File: config.mk
export PLATFORM = sky130hd
export DESIGN_NAME = ads_dock_seq
export DESIGN_NICKNAME = d
export VERILOG_FILES = /design/src/ads_pkg.sv /design/src/ads_sync2.sv /design/src/ads_frame_trk.sv /design/src/ads_dock_seq.sv
export SDC_FILE = /design/constraint.sdc
export NUM_CORES = 1
export LEC_CHECK = 0
export ABC_AREA = 1
export BUFFER_PORTS_ARGS = -buffer_cell sky130_fd_sc_hd__buf_4
export CORE_MARGIN = 4
export CORE_UTILIZATION = 50
export CTS_CLUSTER_SIZE = 10
export DETAILED_ROUTE_END_ITERATION = 6
export PLACE_DENSITY = 0.77
export SYNTH_ARGS = -nofsm -noshare
export SYNTH_HDL_FRONTEND = slang
export SYNTH_HIERARCHICAL = 1
export SYNTH_SLANG_ARGS = --single-unit
File: constraint.sdc
create_clock -name clk_in -period 1.7 [get_ports clk_in]
set_input_delay 0.17 -clock clk_in [delete_from_list [all_inputs] [get_ports clk_in]]
set_output_delay 0.17 -clock clk_in [all_outputs]
set_load 0.01 [all_outputs]
File: src/ads_pkg.sv
// How it works
// - docking capability bit resets set; software may clear it to disable docking.
// - after reset: attach and mated clear, switch off, dock codec held in reset.
// - same docking sequence for runtime dock and for resume from sleep states.
// - switch enable asserted on a low clock inside the eight zero command bits.
// - wait at least 2400 host clocks after switch enable before codec reset release.
// - codec reset released at least four bit clocks before the next frame sync.
// - codec serial input high on last sync bit of connect frame sets its status.
// - turnaround and address frames complete after connect detection.
// - mated flag set once initialization frames are complete.
// - docked: attach and mated set, switch enabled, codec reset released.
// - graceful and surprise undock are handled the same way.
// - on attach clear, codec reset asserted four bit clocks after frame end.
// - final frame sync is not suppressed when the codec reset asserts.
// - four bit clocks after codec reset, switch disabled at a quiet low point.
// - mated cleared after isolation; interrupt when mated status and enable set.
// - link reset asserted on platform reset or controller reset bit at zero.
// - either link reset clears attach and mated, disables switch, resets codec.
package ads_pkg;

////////////////////////////////////////////////////////////////////////////////
localparam logic [3:0] ADS_REG_CTRL = 4'h0;
localparam logic [3:0] ADS_REG_STATUS = 4'h4;
localparam logic [3:0] ADS_REG_CODEC = 4'h8;

localparam int ADS_CTRL_ATTACH = 0;
localparam int ADS_CTRL_CAP = 1;
localparam int ADS_CTRL_CONTROLLER_RESET_CTL_N = 2;
localparam int ADS_CTRL_DOCK_MATED_INT_ENABLE = 3;

localparam int ADS_STS_MATED = 0;
localparam int ADS_STS_DOCK_MATED_INT_STATUS = 1;
localparam int ADS_STS_SW_ON = 2;
localparam int ADS_STS_CONTROLLER_RESET_CTL_N_ON = 3;

localparam logic ADS_CAP_RST = 1'b1;
localparam logic ADS_CONTROLLER_RESET_CTL_N_RST = 1'b0;

localparam int ADS_HOST_WAIT_CLKS = 2400;
localparam logic [2:0] ADS_BCLK_GAP = 3'h4;
localparam logic [3:0] ADS_CMD_ZERO_BITS = 4'h8;
localparam int ADS_NUM_SDI = 2;

////////////////////////////////////////////////////////////////////////////////
typedef enum logic [8:0] {
    ADS_IDLE = 9'h001,
    ADS_EN_WAIT = 9'h002,
    ADS_HOST_WAIT = 9'h004,
    ADS_INIT = 9'h008,
    ADS_DOCKED = 9'h010,
    ADS_FRAME_END = 9'h020,
    ADS_RST_WAIT = 9'h040,
    ADS_ISO_WAIT = 9'h080,
    ADS_REL_WAIT = 9'h100
} ads_state_e;

typedef struct packed {
    logic bclk_rise;
    logic bclk_fall;
    logic sync_end;
    logic quiet;
    logic [1:0] sdi_last;
} ads_link_ev_s;

typedef struct packed {
    logic bclk_prev;
    logic sync_prev;
    logic [1:0] sdi_prev;
    logic [3:0] bit_idx;
} ads_trk_s;

typedef struct packed {
    ads_state_e st;
    logic attach;
    logic cap;
    logic controller_reset_ctl_n_n;
    logic dock_mated_int_enable;
    logic mated;
    logic dock_mated_int_status;
    logic [1:0] codec_sts;
    logic en_n;
    logic rst_n;
    logic link_rst_n;
    logic irq;
    logic [15:0] host_cnt;
    logic host_done;
    logic [2:0] bit_cnt;
    logic [1:0] frames;
    logic wait_r;
    logic [31:0] rdata;
} ads_seq_s;

endpackage

File: src/ads_sync2.sv
`timescale 1ns/10ps
`default_nettype none
module ads_sync2 #(
    parameter int W = 1
) (
    input wire logic clk_in,
    input wire logic rst_b_in,
    input wire logic [W-1:0] async_in,
    output logic [W-1:0] sync_out
);

    // first stage feeds only the second
    logic [W-1:0] meta_q;

    always_ff @(posedge clk_in or negedge rst_b_in)
    begin
        if (!rst_b_in)
        begin
            meta_q <= '0;
            sync_out <= '0;
        end
        else
        begin
            meta_q <= async_in;
            sync_out <= meta_q;
        end
    end

endmodule
`default_nettype wire

File: src/ads_frame_trk.sv
`timescale 1ns/10ps
`default_nettype none
module ads_frame_trk (
    input wire logic clk_in,
    input wire logic rst_b_in,
    input wire logic bclk_in,
    input wire logic sync_in,
    input wire logic sdo_in,
    input wire logic [1:0] sdi_in,
    output var ads_pkg::ads_link_ev_s ev_out
);
    import ads_pkg::*;

    ads_trk_s q;
    ads_trk_s d;

    always_comb
    begin
        d = q;
        ev_out.bclk_rise = bclk_in & ~q.bclk_prev;
        ev_out.bclk_fall = ~bclk_in & q.bclk_prev;
        ev_out.sync_end = ev_out.bclk_rise & ~sync_in & q.sync_prev;
        ev_out.sdi_last = q.sdi_prev;
        // first command bits are zero: a point where bit clock, sync and data out are low
        ev_out.quiet = ev_out.bclk_fall & ~sync_in & ~sdo_in
            & (q.bit_idx < ADS_CMD_ZERO_BITS);
        d.bclk_prev = bclk_in;
        if (ev_out.bclk_rise)
        begin
            d.sync_prev = sync_in;
            d.sdi_prev = sdi_in;
            if (ev_out.sync_end)
                d.bit_idx = 4'h0;
            else if (q.bit_idx != 4'hF)
                d.bit_idx = q.bit_idx + 4'h1;
        end
    end

    always_ff @(posedge clk_in or negedge rst_b_in)
    begin
        if (!rst_b_in)
            q <= '{bclk_prev: 1'b0, sync_prev: 1'b0, sdi_prev: 2'h0, bit_idx: 4'hF};
        else
            q <= d;
    end

endmodule
`default_nettype wire

File: src/ads_dock_seq.sv
`timescale 1ns/10ps
`default_nettype none
module ads_dock_seq #(
    parameter int HOST_WAIT_CLKS = ads_pkg::ADS_HOST_WAIT_CLKS
) (
    input wire logic clk_in,
    input wire logic rst_b_in,
    // avalon-mm slave
    input wire logic [3:0] address_in,
    input wire logic read_in,
    input wire logic write_in,
    input wire logic [31:0] writedata_in,
    input wire logic [3:0] byteenable_in,
    output logic [31:0] readdata_out,
    output logic waitrequest_out,
    // link pins, asynchronous to clk_in
    input wire logic link_bit_clock_in,
    input wire logic frame_sync_in,
    input wire logic serial_data_out_in,
    input wire logic [1:0] serial_data_in_in,
    // dock control pins
    output logic dock_switch_enable_n_out,
    output logic dock_codec_reset_n_out,
    output logic link_reset_n_out,
    output logic dock_mated_irq_out
);
    import ads_pkg::*;

    ////////////////////////////////////////////////////////////////////////////
    // link inputs synchronised, then edge and frame tracking

    logic [4:0] pins_s;
    ads_link_ev_s ev;

    ads_sync2 #(
        .W(5)
    ) u_sync (
        .clk_in(clk_in),
        .rst_b_in(rst_b_in),
        .async_in({link_bit_clock_in, frame_sync_in, serial_data_out_in,
            serial_data_in_in}),
        .sync_out(pins_s)
    );

    ads_frame_trk u_trk (
        .clk_in(clk_in),
        .rst_b_in(rst_b_in),
        .bclk_in(pins_s[4]),
        .sync_in(pins_s[3]),
        .sdo_in(pins_s[2]),
        .sdi_in(pins_s[1:0]),
        .ev_out(ev)
    );

    ////////////////////////////////////////////////////////////////////////////
    // state

    localparam logic [15:0] HOST_LAST = 16'(HOST_WAIT_CLKS - 1);

    ads_seq_s q;
    ads_seq_s d;

    logic wr_go;
    logic rd_go;
    logic wr_ctrl;
    logic wr_status;
    logic wr_codec;
    logic [31:0] rd_val;

    function automatic logic gap_done(input logic [2:0] cnt, input logic rise);
        gap_done = (cnt == ADS_BCLK_GAP) || ((cnt == ADS_BCLK_GAP - 3'h1) && rise);
    endfunction

    function automatic logic [2:0] gap_step(input logic [2:0] cnt, input logic rise);
        gap_step = (rise && cnt != ADS_BCLK_GAP) ? cnt + 3'h1 : cnt;
    endfunction

    // one decode shared by the write strobes
    function automatic logic reg_hit(input logic [3:0] addr, input logic [3:0] off);
        reg_hit = (addr == off);
    endfunction

    ////////////////////////////////////////////////////////////////////////////
    // bus decode: one wait cycle, answer on the second edge

    always_comb
    begin
        wr_go = write_in & ~q.wait_r & byteenable_in[0];
        rd_go = read_in & q.wait_r;
        wr_ctrl = wr_go && reg_hit(address_in, ADS_REG_CTRL);
        wr_status = wr_go && reg_hit(address_in, ADS_REG_STATUS);
        wr_codec = wr_go && reg_hit(address_in, ADS_REG_CODEC);
        rd_val = 32'h0000_0000;
        case (address_in)
            ADS_REG_CTRL:
            begin
                rd_val[ADS_CTRL_ATTACH] = q.attach;
                rd_val[ADS_CTRL_CAP] = q.cap;
                rd_val[ADS_CTRL_CONTROLLER_RESET_CTL_N] = q.controller_reset_ctl_n_n;
                rd_val[ADS_CTRL_DOCK_MATED_INT_ENABLE] = q.dock_mated_int_enable;
            end
            ADS_REG_STATUS:
            begin
                rd_val[ADS_STS_MATED] = q.mated;
                rd_val[ADS_STS_DOCK_MATED_INT_STATUS] = q.dock_mated_int_status;
                rd_val[ADS_STS_SW_ON] = ~q.en_n;
                rd_val[ADS_STS_CONTROLLER_RESET_CTL_N_ON] = ~q.rst_n;
            end
            ADS_REG_CODEC:
                rd_val[1:0] = q.codec_sts;
            default:
                rd_val = 32'h0000_0000;
        endcase
    end

    ////////////////////////////////////////////////////////////////////////////
    // next state

    always_comb
    begin
        d = q;
        d.wait_r = ~((read_in | write_in) & q.wait_r);
        if (rd_go)
            d.rdata = rd_val;

        // software side writes; clears first so hardware sets below win
        if (wr_ctrl)
        begin
            d.cap = writedata_in[ADS_CTRL_CAP];
            d.controller_reset_ctl_n_n = writedata_in[ADS_CTRL_CONTROLLER_RESET_CTL_N];
            d.dock_mated_int_enable = writedata_in[ADS_CTRL_DOCK_MATED_INT_ENABLE];
            // attach only taken while docking is supported
            d.attach = writedata_in[ADS_CTRL_ATTACH] & writedata_in[ADS_CTRL_CAP];
        end
        if (wr_status && writedata_in[ADS_STS_DOCK_MATED_INT_STATUS])
            d.dock_mated_int_status = 1'b0;
        if (wr_codec)
            d.codec_sts = q.codec_sts & ~writedata_in[1:0];
        if (!d.cap)
            d.attach = 1'b0;

        // host-clock wait runs free of the bit clock
        if (q.st == ADS_HOST_WAIT && !q.host_done)
        begin
            d.host_cnt = q.host_cnt + 16'h1;
            d.host_done = (q.host_cnt == HOST_LAST);
        end

        // a runtime dock and a resume both start from idle the same way
        case (q.st)
            ADS_IDLE:
            begin
                d.en_n = 1'b1;
                d.rst_n = 1'b0;
                if (q.attach)
                    d.st = ADS_EN_WAIT;
            end
            ADS_EN_WAIT:
            begin
                if (!q.attach)
                    d.st = ADS_IDLE;
                else if (ev.quiet)
                begin
                    d.en_n = 1'b0;
                    d.host_cnt = 16'h0;
                    d.host_done = 1'b0;
                    d.st = ADS_HOST_WAIT;
                end
            end
            ADS_HOST_WAIT:
            begin
                // codec still in reset: only isolation is left to do
                if (!q.attach)
                begin
                    d.bit_cnt = 3'h0;
                    d.st = ADS_ISO_WAIT;
                end
                // completion acted on at once, without waiting for a bit clock event
                else if (q.host_done)
                    d.st = ADS_REL_WAIT;
            end
            ADS_REL_WAIT:
            begin
                if (!q.attach)
                begin
                    d.bit_cnt = 3'h0;
                    d.st = ADS_ISO_WAIT;
                end
                // early in the frame, so the next sync is far more than four
                // bit clocks away
                else if (ev.quiet)
                begin
                    d.rst_n = 1'b1;
                    d.frames = 2'h0;
                    d.st = ADS_INIT;
                end
            end
            ADS_INIT:
            begin
                if (!q.attach)
                    d.st = ADS_FRAME_END;
                else if (ev.sync_end)
                begin
                    // connect, turnaround, address, then the address frame ends
                    if (q.frames == 2'h0)
                        d.codec_sts = d.codec_sts | ev.sdi_last;
                    d.frames = q.frames + 2'h1;
                    if (q.frames == 2'h3)
                    begin
                        d.mated = 1'b1;
                        d.dock_mated_int_status = 1'b1;
                        d.st = ADS_DOCKED;
                    end
                end
            end
            ADS_DOCKED:
            begin
                // a surprise removal looks like any other attach clear
                if (!q.attach)
                    d.st = ADS_FRAME_END;
            end
            ADS_FRAME_END:
            begin
                // frame sync is left running; the last sync is not skipped
                if (ev.sync_end)
                begin
                    d.bit_cnt = 3'h0;
                    d.st = ADS_RST_WAIT;
                end
            end
            ADS_RST_WAIT:
            begin
                d.bit_cnt = gap_step(q.bit_cnt, ev.bclk_rise);
                if (q.bit_cnt == ADS_BCLK_GAP && ev.bclk_fall)
                begin
                    d.rst_n = 1'b0;
                    d.bit_cnt = 3'h0;
                    d.st = ADS_ISO_WAIT;
                end
            end
            ADS_ISO_WAIT:
            begin
                d.bit_cnt = gap_step(q.bit_cnt, ev.bclk_rise);
                if (gap_done(q.bit_cnt, 1'b0) && ev.quiet)
                begin
                    d.en_n = 1'b1;
                    d.dock_mated_int_status = q.mated | d.dock_mated_int_status;
                    d.mated = 1'b0;
                    d.st = ADS_IDLE;
                end
            end
            default:
                d.st = ADS_IDLE;
        endcase

        // controller reset bit low holds the whole link in reset
        if (!q.controller_reset_ctl_n_n)
        begin
            d.st = ADS_IDLE;
            d.attach = d.attach & d.controller_reset_ctl_n_n;
            d.mated = 1'b0;
            d.en_n = 1'b1;
            d.rst_n = 1'b0;
        end
        d.link_rst_n = d.controller_reset_ctl_n_n;
        d.irq = d.dock_mated_int_status & d.dock_mated_int_enable;
    end

    ////////////////////////////////////////////////////////////////////////////
    // registers: platform reset gives the undocked state

    always_ff @(posedge clk_in or negedge rst_b_in)
    begin
        if (!rst_b_in)
        begin
            q <= '0;
            q.st <= ADS_IDLE;
            q.cap <= ADS_CAP_RST;
            q.controller_reset_ctl_n_n <= ADS_CONTROLLER_RESET_CTL_N_RST;
            q.en_n <= 1'b1;
            q.rst_n <= 1'b0;
            q.wait_r <= 1'b1;
        end
        else
            q <= d;
    end

    ////////////////////////////////////////////////////////////////////////////
    // outputs, each a flip-flop of the state

    always_comb
    begin
        readdata_out = q.rdata;
        waitrequest_out = q.wait_r;
        dock_switch_enable_n_out = q.en_n;
        dock_codec_reset_n_out = q.rst_n;
        link_reset_n_out = q.link_rst_n;
        dock_mated_irq_out = q.irq;
    end

endmodule
`default_nettype wire

Word-level counts from Yosys, hierarchy flattened
Cells that the tools add are included.
Word-level totals
  register bits after elaboration: 65
Cells by class
  add/sub/neg operators: 4
  magnitude comparators: 1
  equality and inequality tests: 42
  multiplexer cells: 55
  bitwise gates (word level): 27
  reductions and logical operators: 22
Operator list (number)
  $mux 9: 14
  $pmux 9 s9: 1
  $mux 17: 4
  $ne 3x3->1 const B: 13
  $ne 4x4->1 const B: 6
  $mux 2: 10
  $mux 4: 5
  $add 16x1->16 const B: 1
  $eq 16x12->1 const B: 1
  $and 1x1->1: 14
  $mux 3: 4
  $ne 2x2->1 const B: 6
  $pmux 2 s2: 3
  $pmux 3 s4: 1
  $mux 10: 1
  $reduce_and 10->1: 1
  $reduce_and 5->1: 2
  $eq 9x1->1 const B: 1
  $eq 9x2->1 const B: 1
  $eq 9x3->1 const B: 1
  $eq 9x4->1 const B: 1
  $eq 9x5->1 const B: 1
  $eq 9x6->1 const B: 1
  $eq 9x7->1 const B: 1
  other kinds (30): 57

Depth between registers and ports, before layout
  depth after elaboration: 11
  gate-level depth with buffers: 13

Cells and area by module
The synthesis kept the hierarchy.
Modules (own cells, without submodules)
  ads_dock_seq: times used 1, cells each 462, area each 3275.6 µm²
  ads_frame_trk: times used 1, cells each 51, area each 427.9 µm²
  ads_sync2: times used 1, cells each 10, area each 250.2 µm²

Least setup slack after synthesis
No wires, ideal clock.
  path type: register to register
  start point: register u_trk/q[7] in the netlist's numbering
  end point: register q[68] in the netlist's numbering
  library setup time: 0.065 ns
  arrival: 1.641 ns
  setup slack: -0.006 ns
  stages on the path, launching flop included: 14
  clock period less this slack: 1.706 ns
  cells stage by stage: dfrtp_1 inv_1 nor2_1 nand2_1 nor3_2 nand3_1 nand2_1 nand3b_1 nand2_1 inv_1 nand2_2 nor2_4 nand2_1 nand2_1
RTL lines
  start, declared: line ads_frame_trk.sv:14  | ads_trk_s q;
  start signal, assigned: line ads_frame_trk.sv:42  | q <= '{bclk_prev: 1'b0, sync_prev: 1'b0, sdi_prev: 2'h0, bit_idx: 4'hF};
  end, declared: line ads_dock_seq.sv:60  | ads_seq_s q;

Final worst setup path
  start point: register q[68] in the netlist's numbering
  end point: register q[35] in the netlist's numbering
On the way
  word-level cells in the longest chain between the ends: 4
RTL lines
  $eq 9x3->1 or $eq 9x9->1 (tied branches): line ads_dock_seq.sv:150  | case (q.st)
  $reduce_or 2->1 (no source line)
  $ne 2x2->1 (no source line) or $reduce_bool 4->1 (tied branches)
  $reduce_and 3->1 (no source line)
Parallel ways exist; a longest one is shown, timed or not.
A chain may end at the register's enable or synchronous reset.

==> results.cfg <==
[timing]
rsz0062_at_grt = true
setup_violations = 0
fin_skew_ns = 0.0107
period_share = 0.999
hold_viol = 0
clock.fmax_mhz = 589
slew_violations = 0
fin_crit_ns = 1.70
tightest_slew_ns = 0.550
finalWorstSetupSlack_ns = 0.00188
worst_slew_margin_rel = 0.630

[cts]
cts_tree = built
clkSinkCount = 65
clk_pin_slew_worst_paths_ns = 0.08
root_buffer = clkbuf_8
cts_buffers = 9
clk_path_buf_depth = 2
clk_latency_ns = 0.35
htree_num_levels = 3

[layout]
nets = 675
ff_latch_area_um2 = 1640
final_cell_mix = nand2_1 (116), buf_4 (79), dfrtp_1 (57), inv_1 (56), nor2_1 (43)
antennaDiodeCount = 0
nFillCells = 605
mostFrequentLayoutCell = nand2_1
areaGrowthSynthToFinish_pct = 31.1
stdcell_area_um2 = 5180
fin_cells = 727
final_util = 0.671
layout-drive-gt1-share = 0.306
multi_input_area_um2 = 2100

[setup_path]
max_stage_delay_ns = 0.43
worst_setup_path_start_kind = register
r2r_cells = 11
rr_startpoint = q[68]
criticalPathCategory = register to register
arrival_ns = 1.93
r2r_setup_slack_ns = 0.002
path_max_fanout = 5
crit_top_cell = nand2_1
cp_slowest_cell = dfrtp_1
worst_setup_path_end_kind = register
path_cells = inv_2 > nand2_2 > nor2_4 > buf_6 > nand2_2 > nand2_1 > nor2_1 > nand2_1 > o211ai_1 > nand2_1 > nand2_1
rr_endpoint = q[35]
crit_required_ns = 1.94

[floorplan]
dieArea_um2 = 9390
die_w_um = 96.9
core_area_um2 = 7730
die_y_um = 96.9
num_rows = 32
io-pin-count = 86
initial_core_util = 0.512

[synthesis]
netlist_top_cells_area = dfrtp_1 (36%), nand2_1 (12%), buf_4 (6.6%)
synth_top_cell_area_share = 0.361
synth_edf_count = 0
async_flop_share = 1.00
synth.ff_latch_count = 65
netlist_area_um2 = 3950
yosysTopAreaCell = dfrtp_1
synth_cell_types = 38
synth_area_per_cell_um2 = 7.56
synth_ff_type = dfrtp_1
synthCells = 523
ys.warnings.count = 6
ys_seq_area_frac = 0.414

[grt]
grt_overflow = 0
grt_pass1_wl_mm = 16.2
track_usage = 0.208
grt_max_degree = 42
grt_antenna_before_repair = 0
grt_pass1_vias = 3562

[detailed_routing]
dr_wl_met3_um = 441
drt-initial-drc-count = 153
drtAntennaViolNets = 0
vias = 3675
firstDrtPassIters = 5
met2WireLength_mm = 5.02
drc_errors = 0
top_layer = met4
vias_per_cell = 5.06
drt-wirelength-per-cell_um = 13.4
wl_met1_mm = 4.17
drt-total-wl_mm = 9.78

[power]
power.density_nw_per_um2 = 974
leakagePower_nw = 2.74
ir_worst_vdd_mv = 0.524
finalPower_w = 0.00505

[status]
status = finished, final reports clean

[min_path]
holdPathEnd = link_reset_n_out
hp-start = writedata_in[2]
hp-class = input port to register
min_path_cells = 3

[run]
cap_violations = 0

[place]
place_congestion = 0.919
place_area_um2 = 4500
place_inst = 690
hpwl_mm = 7.05
pre_cts_slack_ns = -0.101
port_buffers = 26
-- registers in the layout (all words and copies together) (netlist names), 2 cells and up --
signal	cells
u_sync/meta_q	5
readdata_out	4
u_trk/q	6
u_sync/sync_out	5
u_trk/ev_out	2
q	38
-- kinds of logic (layout without fill, tap and decap cells) --
logic type	count (synthesis)	in the layout	synth area share
xor+xnor	6	6	0.0133
buf+inv	109	183	0.138
fa+ha+maj	6	6	0.0190
other cells	1	28	0.000948
flops	65	65	0.414
compound gates	61	61	0.0870
simple gates	275	276	0.328
-- critical path: cells and delay by family (launching register included) --
kind                   cells  cell delay [ns]
DFF                        1             0.43
AOI/OAI and AO/OA          1             0.15
buffers and inverters      2             0.25
and+or+nand+nor            8             0.74
-- repair_timing --
action	in CTS	in global routing
hold endpoints to repair	29	0
hold buffers	8	0
pin swaps	13	27
setup endpoints to repair	15	35
gates cloned	1	0
resized for setup	14	64
setup buffers	4	9
-- stage by stage --
stage / setup TNS [ns] / hold WS [ns]
finish: 0 / 0.0635
global route: -1.64 / 0.102
CTS: -0.0905 / 0.0492
detailed placement: -0.930 / 0.102
global placement: -0.464 / 0.101
floorplan: 0 / -0.126
-- where the power goes --
group | total (W) | internal (W) | switching, W
Clock | 0.00167 | 0.00102 | 0.000646
Combinational | 0.00150 | 0.000621 | 0.000884
Sequential | 0.00188 | 0.00174 | 0.000138
Total | 0.00505 | 0.00338 | 0.00167
-- Yosys cell counts, types with 5 or more instances --
| master | count |
|---|---|
| a31oi_1 | 5 |
| dfstp_2 | 8 |
| dfrtp_1 | 57 |
| a21oi_1 | 14 |
| o21bai_1 | 5 |
| o21ai_1 | 5 |
| inv_2 | 5 |
| inv_1 | 65 |
| nand2_2 | 5 |
| nand2_1 | 131 |
| nor3_1 | 5 |
| nor2_1 | 55 |
| nand3_1 | 42 |
| o21ai_0 | 23 |
| ha_1 | 6 |
| nand4_1 | 12 |
| buf_4 | 35 |
| xor2_1 | 6 |
-- layer usage --
metal	global-route usage	vias up
met5	0	-
met4	0.0659	0
met3	0.0447	15
met2	0.354	120
met1	0.263	1719
li1	-	1821
-- worst max-delay path by stage --
stage	from	endpoint	slack [ns]	cells past startpoint
6_report	q[68]	q[35]	0.002	11
2_1_floorplan	u_trk/q[7]	q[68]	0.02	13
4_1_cts	u_trk/q[7]	q[72]	-0.03	13
5_1_grt	q[68]	q[49]	-0.11	11
3_3_place_gp	q[70]	q[34]	-0.08	11
3_5_place_dp	q[70]	q[34]	-0.10	11
-- area by class of cell --
class	count	area share
sequential	65	0.316
timing repair buffer	97	0.155
multi-input combinational	377	0.405
tap	102	0.0246
inverter	70	0.0516
clock buffer	10	0.0265
clock inverter	6	0.0220
No activity file was read; power rests on OpenSTA's default activity.
